**config.mk**
```make
export PLATFORM = sky130hd
export DESIGN_NAME = mad_decoder
export DESIGN_NICKNAME = d
export VERILOG_FILES = /design/src/rtl/mad_decoder.v /design/src/rtl/mad_prog_region.v
export VERILOG_INCLUDE_DIRS = /design/src /design/src/rtl
export SDC_FILE = /design/constraint.sdc
export NUM_CORES = 1
export LEC_CHECK = 0
export ABC_AREA = 1
export BUFFER_PORTS_ARGS = -buffer_cell sky130_fd_sc_hd__buf_4
export CAP_MARGIN = 0
export CORE_MARGIN = 2
export CORE_UTILIZATION = 37
export CTS_CLUSTER_DIAMETER = 200
export DETAILED_ROUTE_END_ITERATION = 10
export PLACE_DENSITY_LB_ADDON = 0.25
export SYNTH_ARGS = -nofsm -noshare
export SYNTH_HDL_FRONTEND = slang
export SYNTH_SLANG_ARGS = --single-unit
```
**constraint.sdc**
```tcl
create_clock -name clk -period 0.87 [get_ports clk]
set_input_delay 0.087 -clock clk [delete_from_list [all_inputs] [get_ports clk]]
set_output_delay 0.087 -clock clk [all_outputs]
set_load 0.005 [all_outputs]
```
**src/rtl/mad_consts.vh**
```
// constants for the memory address decoder
// assumes: included by bare name from every design file of the decoder
`ifndef MAD_CONSTS_VH
`define MAD_CONSTS_VH
// ===========================================================================
// register file space
`define MAD_RADDR_W       12
`define MAD_RF_SIZE       4096
`define MAD_CTRL_BASE     12'hf00
`define MAD_CTRL_TOP      12'hfff
`define MAD_CTRL_AW       8
`define MAD_RAM_MIN       2048
`define MAD_RAM_MAX       4096
// ===========================================================================
// program space
`define MAD_PADDR_W       16
`define MAD_PROG_SIZE     65536
`define MAD_FLASH_DEF     65536
`define MAD_ERASED_BYTE   8'hff
`define MAD_ZERO_BYTE     8'h00
// ===========================================================================
// program region tops (inclusive)
`define MAD_OPT_TOP       16'h0001
`define MAD_RSTV_TOP      16'h0003
`define MAD_WDTV_TOP      16'h0005
`define MAD_TRAP_TOP      16'h0007
`define MAD_IRQV_TOP      16'h0037
// ===========================================================================
// program region codes
`define MAD_REG_W         3
`define MAD_REG_OPT       3'h0
`define MAD_REG_RSTV      3'h1
`define MAD_REG_WDTV      3'h2
`define MAD_REG_TRAP      3'h3
`define MAD_REG_IRQV      3'h4
`define MAD_REG_CODE      3'h5
`define MAD_REG_NONE      3'h6
// ===========================================================================
// register region codes
`define MAD_RSEL_W        2
`define MAD_RSEL_RAM      2'h0
`define MAD_RSEL_HOLE     2'h1
`define MAD_RSEL_CTRL     2'h2
`endif

```
**src/rtl/mad_decoder.v**
```verilog
// address decoder for the register file and program spaces
// assumes: single clk, synchronous active-low rstn; the core issues at most
// one register and one program access per cycle; targets answer in the strobe cycle
`include "mad_consts.vh"
module mad_decoder #(
  parameter RAM_SIZE   = `MAD_RAM_MAX,
  parameter FLASH_SIZE = `MAD_FLASH_DEF
) (
  input  wire                    clk,
  input  wire                    rstn,
  // register file request from the core
  input  wire                    regReq,
  input  wire                    regWe,
  input  wire [`MAD_RADDR_W-1:0] regAddr,
  input  wire [7:0]              regWdata,
  output reg  [7:0]              regRdata,
  output reg                     regRvalid,
  // RAM port
  output reg                     ramReq,
  output reg                     ramWe,
  output reg  [`MAD_RADDR_W-1:0] ramAddr,
  output reg  [7:0]              ramWdata,
  input  wire [7:0]              ramRdata,
  // control register port
  output reg                     ctrlReq,
  output reg                     ctrlWe,
  output reg  [7:0]              ctrlAddr,
  output reg  [7:0]              ctrlWdata,
  input  wire [7:0]              ctrlRdata,
  // program memory request from the core
  input  wire                    progReq,
  input  wire                    progWe,
  input  wire [`MAD_PADDR_W-1:0] progAddr,
  input  wire [7:0]              progWdata,
  output reg  [7:0]              progRdata,
  output reg                     progRvalid,
  output reg  [`MAD_REG_W-1:0]   progRegion,
  // flash port
  output reg                     flashReq,
  output reg                     flashWe,
  output reg  [`MAD_PADDR_W-1:0] flashAddr,
  output reg  [7:0]              flashWdata,
  input  wire [7:0]              flashRdata
);
  // RAM limit widened so a full 4KB part compares cleanly
  localparam [`MAD_RADDR_W:0] RAM_LIM = RAM_SIZE[`MAD_RADDR_W:0];

  // ==========================================================================
  // register space selection
  function [`MAD_RSEL_W-1:0] regSel;
    input [`MAD_RADDR_W-1:0] a;
    begin
      if (a >= `MAD_CTRL_BASE)
        regSel = `MAD_RSEL_CTRL;
      else if ({1'b0, a} < RAM_LIM)
        regSel = `MAD_RSEL_RAM;
      else
        regSel = `MAD_RSEL_HOLE;
    end
  endfunction

  // ==========================================================================
  // program address below the flash top
  function inFlash;
    input [`MAD_REG_W-1:0] r;
    begin
      inFlash = (r != `MAD_REG_NONE);
    end
  endfunction

  wire [`MAD_RSEL_W-1:0] regSelNow = regSel(regAddr);
  wire [`MAD_REG_W-1:0]  progRegNow;
  reg  [`MAD_RSEL_W-1:0] rdSel_q;
  reg                    rdPend_q;
  reg                    progPend_q;
  reg                    progHit_q;
  // next values of both request stages
  reg                    ramReq_d;
  reg                    ramWe_d;
  reg                    ctrlReq_d;
  reg                    ctrlWe_d;
  reg  [`MAD_RSEL_W-1:0] rdSel_d;
  reg                    rdPend_d;
  reg  [7:0]             regRdata_d;
  reg                    flashReq_d;
  reg                    flashWe_d;
  reg                    progPend_d;
  reg                    progHit_d;
  reg  [`MAD_REG_W-1:0]  progRegion_d;
  reg  [7:0]             progRdata_d;

  // ==========================================================================
  // program region lookup
  mad_prog_region #(
    .FLASH_SIZE (FLASH_SIZE)
  ) uRegion (
    .progAddr (progAddr),
    .region   (progRegNow)
  );

  // ==========================================================================
  // register side next values, one target strobe at most
  always @* begin
    ramReq_d  = 1'b0;
    ramWe_d   = 1'b0;
    ctrlReq_d = 1'b0;
    ctrlWe_d  = 1'b0;
    rdSel_d   = regSelNow;
    rdPend_d  = regReq && !regWe;
    if (regReq) begin
      case (regSelNow)
        `MAD_RSEL_RAM: begin
          ramReq_d = 1'b1;
          ramWe_d  = regWe;
        end
        `MAD_RSEL_CTRL: begin
          // control range forwarded whole, reserved slots included
          ctrlReq_d = 1'b1;
          ctrlWe_d  = regWe;
        end
        default: begin
          // hole access reaches neither target, writes are lost
          ramReq_d  = 1'b0;
          ctrlReq_d = 1'b0;
        end
      endcase
    end
  end

  // ==========================================================================
  // register side read data, held between read returns
  always @* begin
    regRdata_d = regRdata;
    if (rdPend_q) begin
      case (rdSel_q)
        `MAD_RSEL_RAM:  regRdata_d = ramRdata;
        `MAD_RSEL_CTRL: regRdata_d = ctrlRdata;
        default:        regRdata_d = `MAD_ZERO_BYTE;
      endcase
    end
  end

  // ==========================================================================
  // register side request stage
  always @(posedge clk) begin
    if (!rstn) begin
      ramReq    <= 1'b0;
      ramWe     <= 1'b0;
      ramAddr   <= {`MAD_RADDR_W{1'b0}};
      ramWdata  <= `MAD_ZERO_BYTE;
      ctrlReq   <= 1'b0;
      ctrlWe    <= 1'b0;
      ctrlAddr  <= `MAD_ZERO_BYTE;
      ctrlWdata <= `MAD_ZERO_BYTE;
      rdSel_q   <= `MAD_RSEL_RAM;
      rdPend_q  <= 1'b0;
    end else begin
      ramReq    <= ramReq_d;
      ramWe     <= ramWe_d;
      ramAddr   <= regAddr;
      ramWdata  <= regWdata;
      ctrlReq   <= ctrlReq_d;
      ctrlWe    <= ctrlWe_d;
      ctrlAddr  <= regAddr[`MAD_CTRL_AW-1:0];
      ctrlWdata <= regWdata;
      rdSel_q   <= rdSel_d;
      rdPend_q  <= rdPend_d;
    end
  end

  // ==========================================================================
  // register side read return, one cycle after the target request
  always @(posedge clk) begin
    if (!rstn) begin
      regRdata  <= `MAD_ZERO_BYTE;
      regRvalid <= 1'b0;
    end else begin
      regRdata  <= regRdata_d;
      regRvalid <= rdPend_q;
    end
  end

  // ==========================================================================
  // program side next values, nothing reaches flash above its top
  always @* begin
    flashReq_d   = progReq && inFlash(progRegNow);
    flashWe_d    = progReq && progWe && inFlash(progRegNow);
    progPend_d   = progReq && !progWe;
    progHit_d    = inFlash(progRegNow);
    progRegion_d = progRegion;
    if (progReq)
      progRegion_d = progRegNow;
  end

  // ==========================================================================
  // program side read data, erased byte outside the flash
  always @* begin
    progRdata_d = progRdata;
    if (progPend_q) begin
      if (progHit_q)
        progRdata_d = flashRdata;
      else
        progRdata_d = `MAD_ERASED_BYTE;
    end
  end

  // ==========================================================================
  // program side request stage
  always @(posedge clk) begin
    if (!rstn) begin
      flashReq   <= 1'b0;
      flashWe    <= 1'b0;
      flashAddr  <= {`MAD_PADDR_W{1'b0}};
      flashWdata <= `MAD_ZERO_BYTE;
      progPend_q <= 1'b0;
      progHit_q  <= 1'b0;
      progRegion <= `MAD_REG_OPT;
    end else begin
      flashReq   <= flashReq_d;
      flashWe    <= flashWe_d;
      flashAddr  <= progAddr;
      flashWdata <= progWdata;
      progPend_q <= progPend_d;
      progHit_q  <= progHit_d;
      progRegion <= progRegion_d;
    end
  end

  // ==========================================================================
  // program side read return
  always @(posedge clk) begin
    if (!rstn) begin
      progRdata  <= `MAD_ZERO_BYTE;
      progRvalid <= 1'b0;
    end else begin
      progRdata  <= progRdata_d;
      progRvalid <= progPend_q;
    end
  end
endmodule

```
**src/rtl/mad_prog_region.v**
```verilog
// classifies a program address into its fixed low-memory region
// assumes: combinational, fed by the decoder on the same clock
`include "mad_consts.vh"
module mad_prog_region #(
  parameter FLASH_SIZE = `MAD_FLASH_DEF
) (
  input  wire [`MAD_PADDR_W-1:0] progAddr,
  output reg  [`MAD_REG_W-1:0]   region
);
  // flash top as a 17-bit limit so a full 64KB part fits
  localparam [`MAD_PADDR_W:0] FLASH_LIM = FLASH_SIZE[`MAD_PADDR_W:0];

  // ==========================================================================
  // flash top checked first, then regions from lowest address up
  always @* begin
    if ({1'b0, progAddr} >= FLASH_LIM)
      region = `MAD_REG_NONE;
    else if (progAddr <= `MAD_OPT_TOP)
      region = `MAD_REG_OPT;
    else if (progAddr <= `MAD_RSTV_TOP)
      region = `MAD_REG_RSTV;
    else if (progAddr <= `MAD_WDTV_TOP)
      region = `MAD_REG_WDTV;
    else if (progAddr <= `MAD_TRAP_TOP)
      region = `MAD_REG_TRAP;
    else if (progAddr <= `MAD_IRQV_TOP)
      region = `MAD_REG_IRQV;
    else
      region = `MAD_REG_CODE;
  end
endmodule

```
==> results of run 1 <==
==> power by group through the flow <==
stage | sequential (uW) | clock (uW) | combinational [uW]
finish | 3740 | 3250 | 1230
global route | 3760 | 3480 | 1340
CTS | 3700 | 3350 | 1120
detailed placement | 3760 | 0 | 888
global placement | 3750 | 0 | 874
floorplan | 3770 | 0 | 287
==> sequential cells by signal, indices dropped and copies added, names as in the netlist, 3 cells and up <==
name,flops
ctrlWdata,8
flashAddr,16
flashWdata,8
progRdata,8
progRegion,3
ramAddr,12
regRdata,8
==> layout make-up <==
class | instances | area share
clock buffers | 11 | 0.0311
clock inverters | 4 | 0.0200
inverters | 54 | 0.0416
multi-input cells | 124 | 0.132
flip-flops and latches | 75 | 0.325
well taps | 77 | 0.0198
repair buffers | 223 | 0.431
==> stage by stage <==
stage | total power [uW] | instances | hold slack [ps]
after floorplan | 4060 | 280 | 159
after global placement | 4620 | 499 | 260
after detailed placement | 4640 | 499 | 256
after CTS | 8170 | 565 | 2.01
after global routing | 8570 | 568 | 6.08
final | 8230 | 568 | 20.3
==> cell families (layout without fill, tap and decap cells) <==
group                  after synthesis  in the layout  share of synthesized area
buffers and inverters               81            292                      0.162
AND/OR/NAND/NOR                     97             97                      0.151
flip-flops                          75             75                      0.608
AO/OA/AOI/OAI                       27             27                     0.0790
==> metal layers <==
metal | track usage | vias to the layer above | routed length (um)
met5 | 0 | - | 0
met4 | 0.0779 | 0 | 102
met3 | 0.0529 | 11 | 584
met2 | 0.358 | 102 | 4080
met1 | 0.211 | 1157 | 2750
li1 | - | 1240 | -
==> how the worst max path moves through the flow <==
stage                                 endpoint  cells after the start  slack [ps]                    start
floorplan            progRdata[0]$_SDFFE_PN0P_                      3           9    progPend_q$_SDFF_PN0_
global placement    progRegion[0]$_SDFFE_PN0P_                      7         -80             progAddr[11]
detailed placement  progRegion[0]$_SDFFE_PN0P_                      7        -110             progAddr[11]
CTS                               ctrlWdata[7]                      1         -20  ctrlWdata[7]$_SDFF_PN0_
global route                       ctrlAddr[0]                      1         -40    ramAddr[0]$_SDFF_PN0_
finish                              ramAddr[0]                      1        -0.7    ramAddr[0]$_SDFF_PN0_
==> repair_timing <==
action                                 in CTS  in global routing
setup endpoints to repair                  62                 96
resized for setup                          64                 89
pin swaps                                   0                  7
buffers inserted                            4                  4
hold buffers                               47                  0
endpoints found under the hold margin      49                  0
gates cloned                                0                  1
==> synthesized netlist by cell type (all sizes together) <==
cell,n,area (um^2)
nand4,1,6.26
dfxtp,75,1500
clkbuf,1,3.75
a31oi,8,50.1
inv,54,203
o21ai,10,50.0
nor3,2,10.0
buf,26,194
nand2,74,280
nand3,2,10.0
o221a,8,90.1
a21oi,1,5.00
nor2,18,67.6
==> cell usage in the layout, fill, tap and decap left out, drive strengths merged <==
cell	n
nand2	74
nor2	18
dlygate4sd3	45
o221a	8
a21oi	1
dfxtp	75
clkbuf	11
nand4	1
bufinv	3
dlymetal6s4s	2
buf	176
o21ai	10
nand3	2
inv	54
nor3	2
a31oi	8
clkinvlp	1
==> results, run 1 <==
- The flow ran to the end, but the final reports show violations.
- The final reports fail on design-rule violations, negative setup slack.
- Setup violations remaining at the end of the flow were counted as 3.
- STA classifies the critical path endpoint as an output port.
- The detailed-route wire length is 7510 um.
- The final antenna diode count is 0.
- The count of input and output buffers is 160.
- For this run, the share of the core covered by cells in the final layout is 0.758.
- Of the cells placed in the final design, the portion with a size suffix greater than 1 is 0.540.
- The instance count along the most critical hold path is 3.
- The standard-cell row count is 29.
- The share of power burned in the clock network is 0.395.
- In the routed design, unresolved DRC markers number 12.
- The average size of a mapped cell is 8.83 um^2.
- The post-synthesis sequential element count is 75.
- Counting cells, the worst reg-to-reg path comes to 2.
- The slowest stage cell on the critical path is dfxtp_2.
- Before antenna repair, the detailed router went through 8 iterations.
- Across all layers, the routed design uses 2,510 vias.
- The core region is 0.00642 mm^2.
- The post-place instance area is 0.00365 mm^2.
- The weighted congestion reported at the end of routability-driven placement is 0.772.
- The required time reported for the critical path endpoint is 780 ps.
- The share of total power dissipated in combinational logic is 0.150.
- The power density of the placed cells is 1690 mW/mm^2.
- The maximum resistive drop on vdd is 0.000870 V.
- Setup repair after global routing could not meet its margin everywhere.
- The worst-case headroom to the max-slew limit is 0.856.
- The critical register-to-register path startpoint is progPend_q$_SDFF_PN0_.
- On the worst path, the slowest cell contributes a delay of 330 ps.
- The min-delay analysis places its worst path in the category in -> reg.
- The cell family with the largest share of critical-path delay is flip-flops.
- The vertical die dimension is 85.7 um.
- The total standard cell area after synthesis is 0.00247 mm^2.
- Once routing completed, OpenROAD measured the worst setup slack at -0.741 ps.
- The portion of the clock cycle consumed by the worst path in the final layout is 1.00.
- The final hold violation count was 0.
- The number of buffers and inverters on the critical path is 1.
- Once detail routing completed, the nets flagged for antenna violations numbered 0.
- The end of the worst register-to-register path is progRdata[1]$_SDFFE_PN0P_.
- Entering global routing, the biggest net connects 22 pins.
- The peak clock frequency supported by timing is 1150 MHz.
- The worst clock skew on the final layout is 9.93 ps.
- The H-tree generated during clock tree synthesis spans 3 levels.
- Synthesis produced 280 cells.
- Fill cells in the final layout number 443.
- The average wire per standard cell is 13.2 um.
- The die is 85.7 um wide.
- The total die area is 0.00735 mm^2.
- Across the run, the number of max-cap violations was 0.
- The number of nets produced by synthesis is 354.
- The first routing iteration left 93 violations.
- The via count of the first global-routing pass came to 2,456.
- The net switching power figure is 1720 uW.
- The number of nets in the final layout is 561.
- The tree is rooted in a clkbuf_8.
- The area growth from synthesis to layout is 97.1%.
- Traced cell by cell, the critical path runs through buf_4.
- The final setup TNS is -1.68 ps.
- Of the total power, registers draw 0.455.
- The time the worst path needs with I/O delays and setup is 871 ps.
- The sequential share of the synthesized area is 0.608.
- The internal portion of the total power is 6510 uW.
- The origin of the worst min-delay path is ramRdata[2].
- TritonCTS built the clock tree.
- The first-pass GRT wire length is 11,200 um.
- The I/O pin total is 161.
- The slew at the pin with the worst max-slew slack is 216 ps.
- The initial antenna violation count is 0.
- The Yosys step of the flow raised 0 warnings.
- The vias per cell is 4.42.
- The final design area excluding fillers is 0.00487 mm^2.
- The endpoint of the worst hold-timing path is regRdata[2]$_SDFFE_PN0P_.
- The effective utilization at floorplan is 0.385.
- The maximum buffer depth of the clock tree is 2.
- The area taken by flip-flops and latches is 0.00158 mm^2.
- For this design the static power due to leakage is 0.00264 uW.
- The overflow left after global routing is 0.
- Counting every sink on the clock net gives 75.
- At the worst endpoint, the arrival time is 780 ps.
- The switching share of total power is 0.209.
- The count of final max-slew check failures came to 0.
- Detailed placement ended at an HPWL of 4690 um.
- The multi-input combinational cells in the finished layout cover a total of 643 um^2.
- The setup slack of the worst register-to-register path is 10 ps.
- STA classifies the critical path startpoint as a register.
- OpenSTA, run right after detailed placement, puts the worst setup slack at -109 ps.
- Clock latency on the worst-skew pair, taken at its later pin, is 330 ps.
- After clock tree synthesis, the clock-pin slew on the worst setup and hold paths is 80 ps.
- The clock buffer count from CTS is 9.
- By startpoint and endpoint, the worst setup path is classified as reg -> out.
- The all-layer global routing usage is 0.195.
- The count of distinct cell types in the synthesized netlist is 17.
- The maximum fanout count along the critical path is 2.
(Power assumes the default switching activity.)
==> run 2, diff against run 1 <==
- GPL_TIMING_DRIVEN: not set -> 0
==> run 2 against run 1 <==
  * The flow still finishes with violations (design-rule violations, negative setup slack)
  * First-iteration DRC count decreased by 13%
  * Cell area is 6.4% higher
  * Total power down 1.1%
  * Non-clock buffer count increased by 30
  * Sequential share of layout area down 2.0 points
  * Clock power down 7.4%
  * Via count rose by 4.6%
  * Flip-flop and latch count is the same
  * Register-to-register slack got worse by 50 ps
  * Final cell count is 5.5% higher
  * Critical endpoint is now ramWdata[3]
  * Largest cell class unchanged
  * Highest routed layer unchanged
==> results, run 2 (synthesized netlist as in run 1, its figures left out) <==
- The run finished, with violations left.
- The final reports fail on design-rule violations, negative setup slack.
- The most common library cell in the layout ignoring fill and taps is buf_6.
- The die covers 0.00735 mm^2.
- For this configuration, the core starts out at a cell density of 0.385.
- The H-tree was split into 3 levels.
- The most critical setup path has its endpoint at ramWdata[3].
- The initial antenna violation count came to 0.
- Measured against its own limit, the worst slew margin works out to 0.841.
- The startpoint identified for the worst register-to-register timing path is progPend_q$_SDFF_PN0_.
- The core area is 0.00642 mm^2.
- The start-to-end type of the worst setup path is reg -> out.
- The relative contribution of combinational cells to total power is 0.169.
- The start point of the critical path is ctrlWdata[3]$_SDFF_PN0_.
- The maximum fanout count along the critical path is 2.
- For the worst-skew pair, the clock arrives at the later sink with an insertion delay of 350 ps.
- From left edge to right edge, the die measures 85.7 um.
- The overflow left after global routing is 0.
- The longest clock path from root to sink contains 2 buffers.
- In the routed design, unresolved DRC markers number 12.
- The count of input and output buffers is 160.
- The worst register-to-register path ends at progRdata[3]$_SDFFE_PN0P_.
- The total power is 8140 uW.
- The first global-routing pass estimated 12,600 um of wire.
- The via count of the first global-routing pass is 2,740.
- The worst clock skew on the final layout is 6.65 ps.
- Once routing completed, OpenROAD measured the worst setup slack at -125 ps.
- The power density of the placed cells is 1570 mW/mm^2.
- The final hold violation count was 0.
- Detailed routing inserted a total of 2,626 vias.
- More flip-flops sit in one register than any other, and that register is flashAddr.
- In this run, the number of DRC markers left after iteration 0 of detailed routing was 81.
- Entering global routing, the biggest net connects 13 pins.
- The endpoint arrival time on the critical path is 910 ps.
- Setup repair after global routing could not meet its margin everywhere.
- The remaining antenna violation count after routing is 0.
- During I/O placement, the number of pins put on the boundary was 161.
- The ratio of cells with drive above 1 in the final layout is 0.538.
- The min-delay analysis places its worst path in the category in -> reg.
- The placed wire-length estimate after detailed placement is 4750 um.
- CTS placed an instance of clkbuf_8 at the clock tree root.
- The portion of the clock cycle consumed by the worst path in the final layout is 1.14.
- The reported max-cap violation count is 0.
- The count of final max-slew check failures is 0.
- The switching share of total power is 0.220.
- The setup slack of the worst register-to-register path is -40 ps.
- The clock buffer count from CTS is 9.
- The floorplan step set the die height to 85.7 um.
- STA classifies the critical path endpoint as an output port.
- The number of nets in the final layout is 591.
- The post-place instance area is 0.00377 mm^2.
- Setup violations remaining at the end of the flow were counted as 48.
- The worst setup path is launched from a register.
- The all-layer global routing usage is 0.223.
- The worst path in the final design needs a cycle of 995 ps, including I/O delays and setup.
- Internal power comes to 6340 uW.
- Leaving out fill and tap cells, the most frequent cells in the layout are 96 x buf_6, 94 x buf_4, 72 x nand2_1, 61 x dfxtp_2, 56 x dlygate4sd3_1.
- The final antenna diode count is 0.
- The portion of total power attributed to sequential cells is 0.461.
- The weighted congestion reported at the end of routability-driven placement is 0.697.
- The cell depth of the worst flop-to-flop path is 3.
- In this run the most critical hold path is launched from flashRdata[2].
- The worst-case IR drop observed on VDD is 0.000867 V.
- For the worst setup path, the data required time is 780 ps.
- The number of clock sinks is 75.
- Dividing the detail-routed wire length by the instance count gives 13.7 um.
- Clock-pin slew was measured on the worst setup and hold paths at 70 ps.
- Of the total power, the clock network draws 0.370.
- The finished cells cover 0.00518 mm^2.
- Before CTS, the worst setup slack after placement is -111 ps.
- TritonCTS built the clock tree.
- The detailed-route wire length is 8200 um.
- The flip-flop count of the largest register after layout is 16.
- At the pin with the least slew margin, the transition time is 236 ps.
- The number of detailed-route iterations in the first pass is 7.
- The analysis attributes to net switching a power of 1790 uW.
- In the final layout, the registers with the most flip-flops are flashAddr: 16 flops, ramAddr: 12 flops.
- The standard-cell row count is 29.
- The vias per cell is 4.38.
- From synthesis to final layout, the design area changed by 110%.
- The peak clock frequency supported by timing is 1010 MHz.
- Summed over all cells, the static leakage comes to 0.00280 uW.
==> run 2: cell types whose count changed in the layout (fill, tap and decap cells not counted), sizes merged <==
cell,change
buf,+17
bufinv,-1
clkbuf,+2
clkinv,+1
dlygate4sd3,+11
dlymetal6s4s,+1
==> run 2: how the worst min path moves through the flow <==
stage / slack [ps] / endpoint / depth (start not counted)
after floorplan: 160 / progPend_q$_SDFF_PN0_ / 1
after global placement: 260 / progPend_q$_SDFF_PN0_ / 2
after detailed placement: 260 / progPend_q$_SDFF_PN0_ / 2
after CTS: 1 / regRdata[0]$_SDFFE_PN0P_ / 3
after global routing: 4 / progRdata[4]$_SDFFE_PN0P_ / 2
final: 10 / progRdata[2]$_SDFFE_PN0P_ / 2
==> run 2: routing by layer <==
metal | share of wire | track usage | up-vias | wire length (um)
met5 | 0 | 0 | - | 0
met4 | 0.019 | 0.0924 | 0 | 156
met3 | 0.071 | 0.0500 | 17 | 582
met2 | 0.55 | 0.438 | 110 | 4550
met1 | 0.36 | 0.222 | 1201 | 2910
li1 | - | - | 1298 | -
==> run 2: cell type report <==
cell class                      instances  area, um^2
Fill cell                             397        1240
Timing Repair Buffer                  226        2140
Tap cell                               77        96.3
Sequential cell                        75        1580
Multi-Input combinational cell        124         656
Inverter                               54         208
Buffer                                 27         275
Clock inverter                          4        72.6
Clock buffer                           12         155
==> run 2: power by group through the flow <==
stage | registers, uW | logic (uW) | clock network, uW
global route | 3760 | 1490 | 3210
global placement | 3750 | 924 | 0
finish | 3750 | 1380 | 3010
CTS | 3720 | 1330 | 3050
floorplan | 3770 | 287 | 0
detailed placement | 3760 | 939 | 0
==> run 2: stage by stage <==
step	std cells	setup TNS (ps)	utilization	hold WS (ps)
global route	599	-3750	0.807	3.52
finish	599	-2200	0.807	9.52
CTS	601	-2330	0.789	0.988
detailed placement	517	-1330	0.587	257
global placement	517	-1190	0.587	256
floorplan	280	0	-	159
==> run 2: repair_timing <==
item                                   4_1_cts  5_1_grt
endpoints found under the hold margin       58        0
resized for setup                          128       49
setup endpoints to repair                   86      106
hold buffers                                59        0
cloned                                       1        0
pin swaps                                    0        3
setup buffers                                8        0
==> run 2: worst max-delay path: stages, from the launching register on <==
cell and delay, ps:
dfxtp_2 350, buf_6 120, buf_6 100
==> run 3, diff against run 2 <==
- ABC_AREA: 1 -> not set
- GPL_ROUTABILITY_DRIVEN: not set -> 0
==> run 3 against run 2 <==
  * The run ends with negative setup slack left
  * Wire length fell by 6.1%
  * Critical path depth rose by 2
  * Synthesized cell count fell by 25%
  * Cell area fell by 5.6%
  * Sequential share of layout area rose by 1.7 points
  * Clock skew fell by 1.5 ps
  * Worst hold slack improved by 15 ps
  * Fmax rose by 2.1%
  * Total power fell by 4.6%
  * First-iteration DRC count rose by 4.9%
  * Critical endpoint is now regRdata[5]$_SDFFE_PN0P_
  * Largest power group unchanged
  * Highest routed layer unchanged
==> results, run 3 <==
- The total standard cell area after synthesis is 0.00241 mm^2.
- Hold is met by 24.6 ps.
- In the post-synthesis netlist, the biggest area contributors are dfxtp_1 62%, and2_1 12%, buf_4 5.6%, mux2i_1 3.3%, o211a_1 3.3%.
- The flow ran to the end, but the final reports show violations.
- The met2 demand-to-capacity share in global routing is 0.382.
- Of the cells placed in the final design, the portion with a size suffix greater than 1 is 0.623.
- The routed design could run at a clock period as short as 974 ps.
- dfxtp_1 is the most common cell in the netlist.
- The async set or reset register ratio after synthesis is 0.
- In this run the clock root is driven by a clkbuf_8.
- The required time reported for the critical path endpoint is 1100 ps.
- Leaving out fill and tap cells, the most frequent cell in the layout is buf_6.
- For this run, global-route usage on met3 was measured as 0.0659.
- The net count of the finished layout is 509.
- The vias per cell is 4.46.
- Across the run, the number of max-cap violations was 0.
- The worst setup path is captured at a register.
- The clock buffer count from CTS is 9.
- The worst setup path is launched from a register.
- The remaining antenna violation count after routing is 0.
- The number of clock sinks is 75.
- Power spread over the standard cell area amounts to 1590 mW/mm^2.
- After clock tree synthesis, the clock-pin slew on the worst setup and hold paths is 80 ps.
- The portion of the clock cycle consumed by the worst path in the final layout is 1.12.
- IR analysis of the VDD net gives a maximum drop of 0.00132 V.
- The count of distinct cell types in the synthesized netlist is 24.
- The startpoint identified for the worst hold timing path is regReq.
- The Yosys step of the flow raised 0 warnings.
- The first global-routing pass estimated 11,200 um of wire.
- The utilization after layout is 0.775.
- The DRC violation count after routing is 0.
- The number of nets produced by synthesis is 285.
- Broken down by cell family, the worst path's largest delay share belongs to flip-flops.
- The peak clock frequency supported by timing is 1030 MHz.
- Of all nets on the critical path, the largest fanout is 8.
- At the worst endpoint, the arrival time is 1200 ps.
- The proportion of netlist area held by the largest area contributor is 0.622.
- At the pin with the least slew margin, the transition time is 422 ps.
- The clock tree from TritonCTS is yes.
- Walking the worst path, the cells encountered are buf_8 -> mux2i_2 -> nand2_1 -> o211a_1.
- The core area is 0.00631 mm^2.
- The final hold violation count is 0.
- In the synthesized netlist, the number of instances is 211.
- The CTS H-tree depth is 3.
- After global routing, the most crowded layer is met2.
- The most used flip-flop cell after synthesis is dfxtp_1.
- The routed via count is 2,305.
- The startpoint identified for the worst register-to-register timing path is rdSel_q[1]$_SDFF_PN0_.
- The average wire per standard cell is 14.9 um.
- The placed wire-length estimate after detailed placement is 4610 um.
- The tightest min-delay check is of the in -> reg type.
- The all-layer global routing usage is 0.202.
- The register with the most flip-flops in the layout has 16 of them.
- The worst clock skew on the final layout is 5.12 ps.
- Together, buffers and inverters on the worst path number 1.
- Setup repair after global routing could not meet its margin everywhere.
- The maximum cell stage delay along the critical path is 330 ps.
- After layout, the worst setup slack is -104 ps.
- The sequential share of the synthesized area is 0.622.
- For this block, the initial DRC count from the detailed router was 85.
- The final reports fail on negative setup slack.
- flashAddr holds more flip-flops than any other register.
- The leading area contributor after synthesis is dfxtp_1.
- The largest individual stage delay along the critical path comes from the cell dfxtp_2.
- In the synthesized netlist, the cells that appear most often are 75 x dfxtp_1, 48 x and2_1, 18 x buf_4, 12 x nand2_1.
- The clock passes through at most 2 buffers.
- The final antenna diode count is 0.
- The total die area is 0.00719 mm^2.
- The number of detailed-route iterations in the first pass is 4.
- The standard-cell row count is 29.
- In the final layout, the registers with the most flip-flops are flashAddr: 16 flops, ramAddr: 12 flops.
- The met1 demand-to-capacity share in global routing is 0.204.
- During I/O placement, the number of pins put on the boundary was 161.
- In the layout the commonest cells are 95 x buf_6, 90 x buf_4, 59 x dfxtp_2, 48 x and2_1, 47 x dlygate4sd3_1.
- Clock latency on the worst-skew pair, taken at its later pin, is 330 ps.
- The die span in x is 84.8 um.
- The signed area change from the synthesized netlist to the final layout is 103%.
- Summed over all layers, the global routing overflow is 0.
- The initial antenna violation count came to 0.
- The leakage power total is 0.00232 uW.
- The effective utilization at floorplan is 0.382.
- The floorplan step set the die height to 84.8 um.
- The worst pin sits at a relative slew slack of 0.719.
- The via count of the first global-routing pass is 2,376.
- The count of final max-slew check failures is 0.
- Averaged over all synthesized cells, the footprint is 11.4 um^2.
- Entering global routing, the biggest net connects 13 pins.
- Buffers placed on the I/O ports in this run total 160.
- The setup path with the least slack is of type reg -> reg.
- The number of flops mapped to enable cells by yosys is 0.
- The final number of setup-violating endpoints is 30.
- The detailed-route wire length is 7700 um.
- In this run the worst setup path begins at rdSel_q[1]$_SDFF_PN0_.
- The synthesized design contains 75 register bits.
run 3: power by group:
part | internal [uW] | switching [uW] | leakage, uW | total (uW)
Clock | 1550 | 1210 | 0.000108 | 2760
Combinational | 896 | 364 | 0.00157 | 1260
Sequential | 3630 | 107 | 0.000640 | 3740
Total | 6080 | 1680 | 0.00232 | 7760
run 3: timing repair:
action | 4_1_cts | 5_1_grt
buffers inserted | 2 | 2
hold endpoints to repair | 49 | 0
gates resized for setup | 101 | 56
setup endpoints to repair | 68 | 100
hold buffers | 48 | 0
cloned | 0 | 1
pin swaps | 1 | 3
run 3: worst register-to-register path, delay by kind of cell, from the launching register on:
kind                   cells  cell delay [ps]
AO/OA/AOI/OAI              1              110
buffers and inverters      1              140
flip-flops                 1              330
multiplexers               1              210
AND/OR/NAND/NOR            1               80
run 3: final timing paths:
path,to,slack [ps],cells past startpoint
setup / recovery,regRdata[5]$_SDFFE_PN0P_,-100,4
hold reg to reg,progRdata[1]$_SDFFE_PN0P_,470,1
setup reg to reg,regRdata[5]$_SDFFE_PN0P_,-100,4
hold / removal,ctrlReq$_SDFF_PN0_,20,3
run 3: through the flow:
step | instances | total power (uW) | cell area (um^2) | setup TNS (ps) | worst slack [ps]
CTS | 514 | 7720 | 4720 | -2310 | -102
global route | 517 | 8090 | 4890 | -4240 | -195
global placement | 448 | 4640 | 3720 | -630 | -65.6
finish | 517 | 7760 | 4890 | -2100 | -104
detailed placement | 448 | 4670 | 3720 | -752 | -91.0
floorplan | 211 | 4030 | 2430 | 0 | 3.33
run 3: metal layers:
metal  wire length, um  vias to the layer above
met1              2750                     1068
li1                  -                     1131
met5                 0                        -
met4               107                        0
met3               571                        9
met2              4270                       97
run 3: cells by family (layout without fill, tap and decap cells):
family | after synthesis | in the layout | share of synthesized area
AO/OA/AOI/OAI | 22 | 22 | 0.0829
AND/OR/NAND/NOR | 77 | 77 | 0.183
multiplexers | 8 | 8 | 0.0332
flip-flops | 75 | 75 | 0.622
buffers and inverters | 29 | 258 | 0.0788
run 3: area by class of cell:
type	instances	area (um^2)
flip-flops and latches	75	1580
well taps	77	96.3
multi-input cells	107	729
plain buffers	28	269
clock inverters	4	47.5
repair buffers	213	2000
inverters	1	3.75
fillers	390	1420
clock buffers	12	165
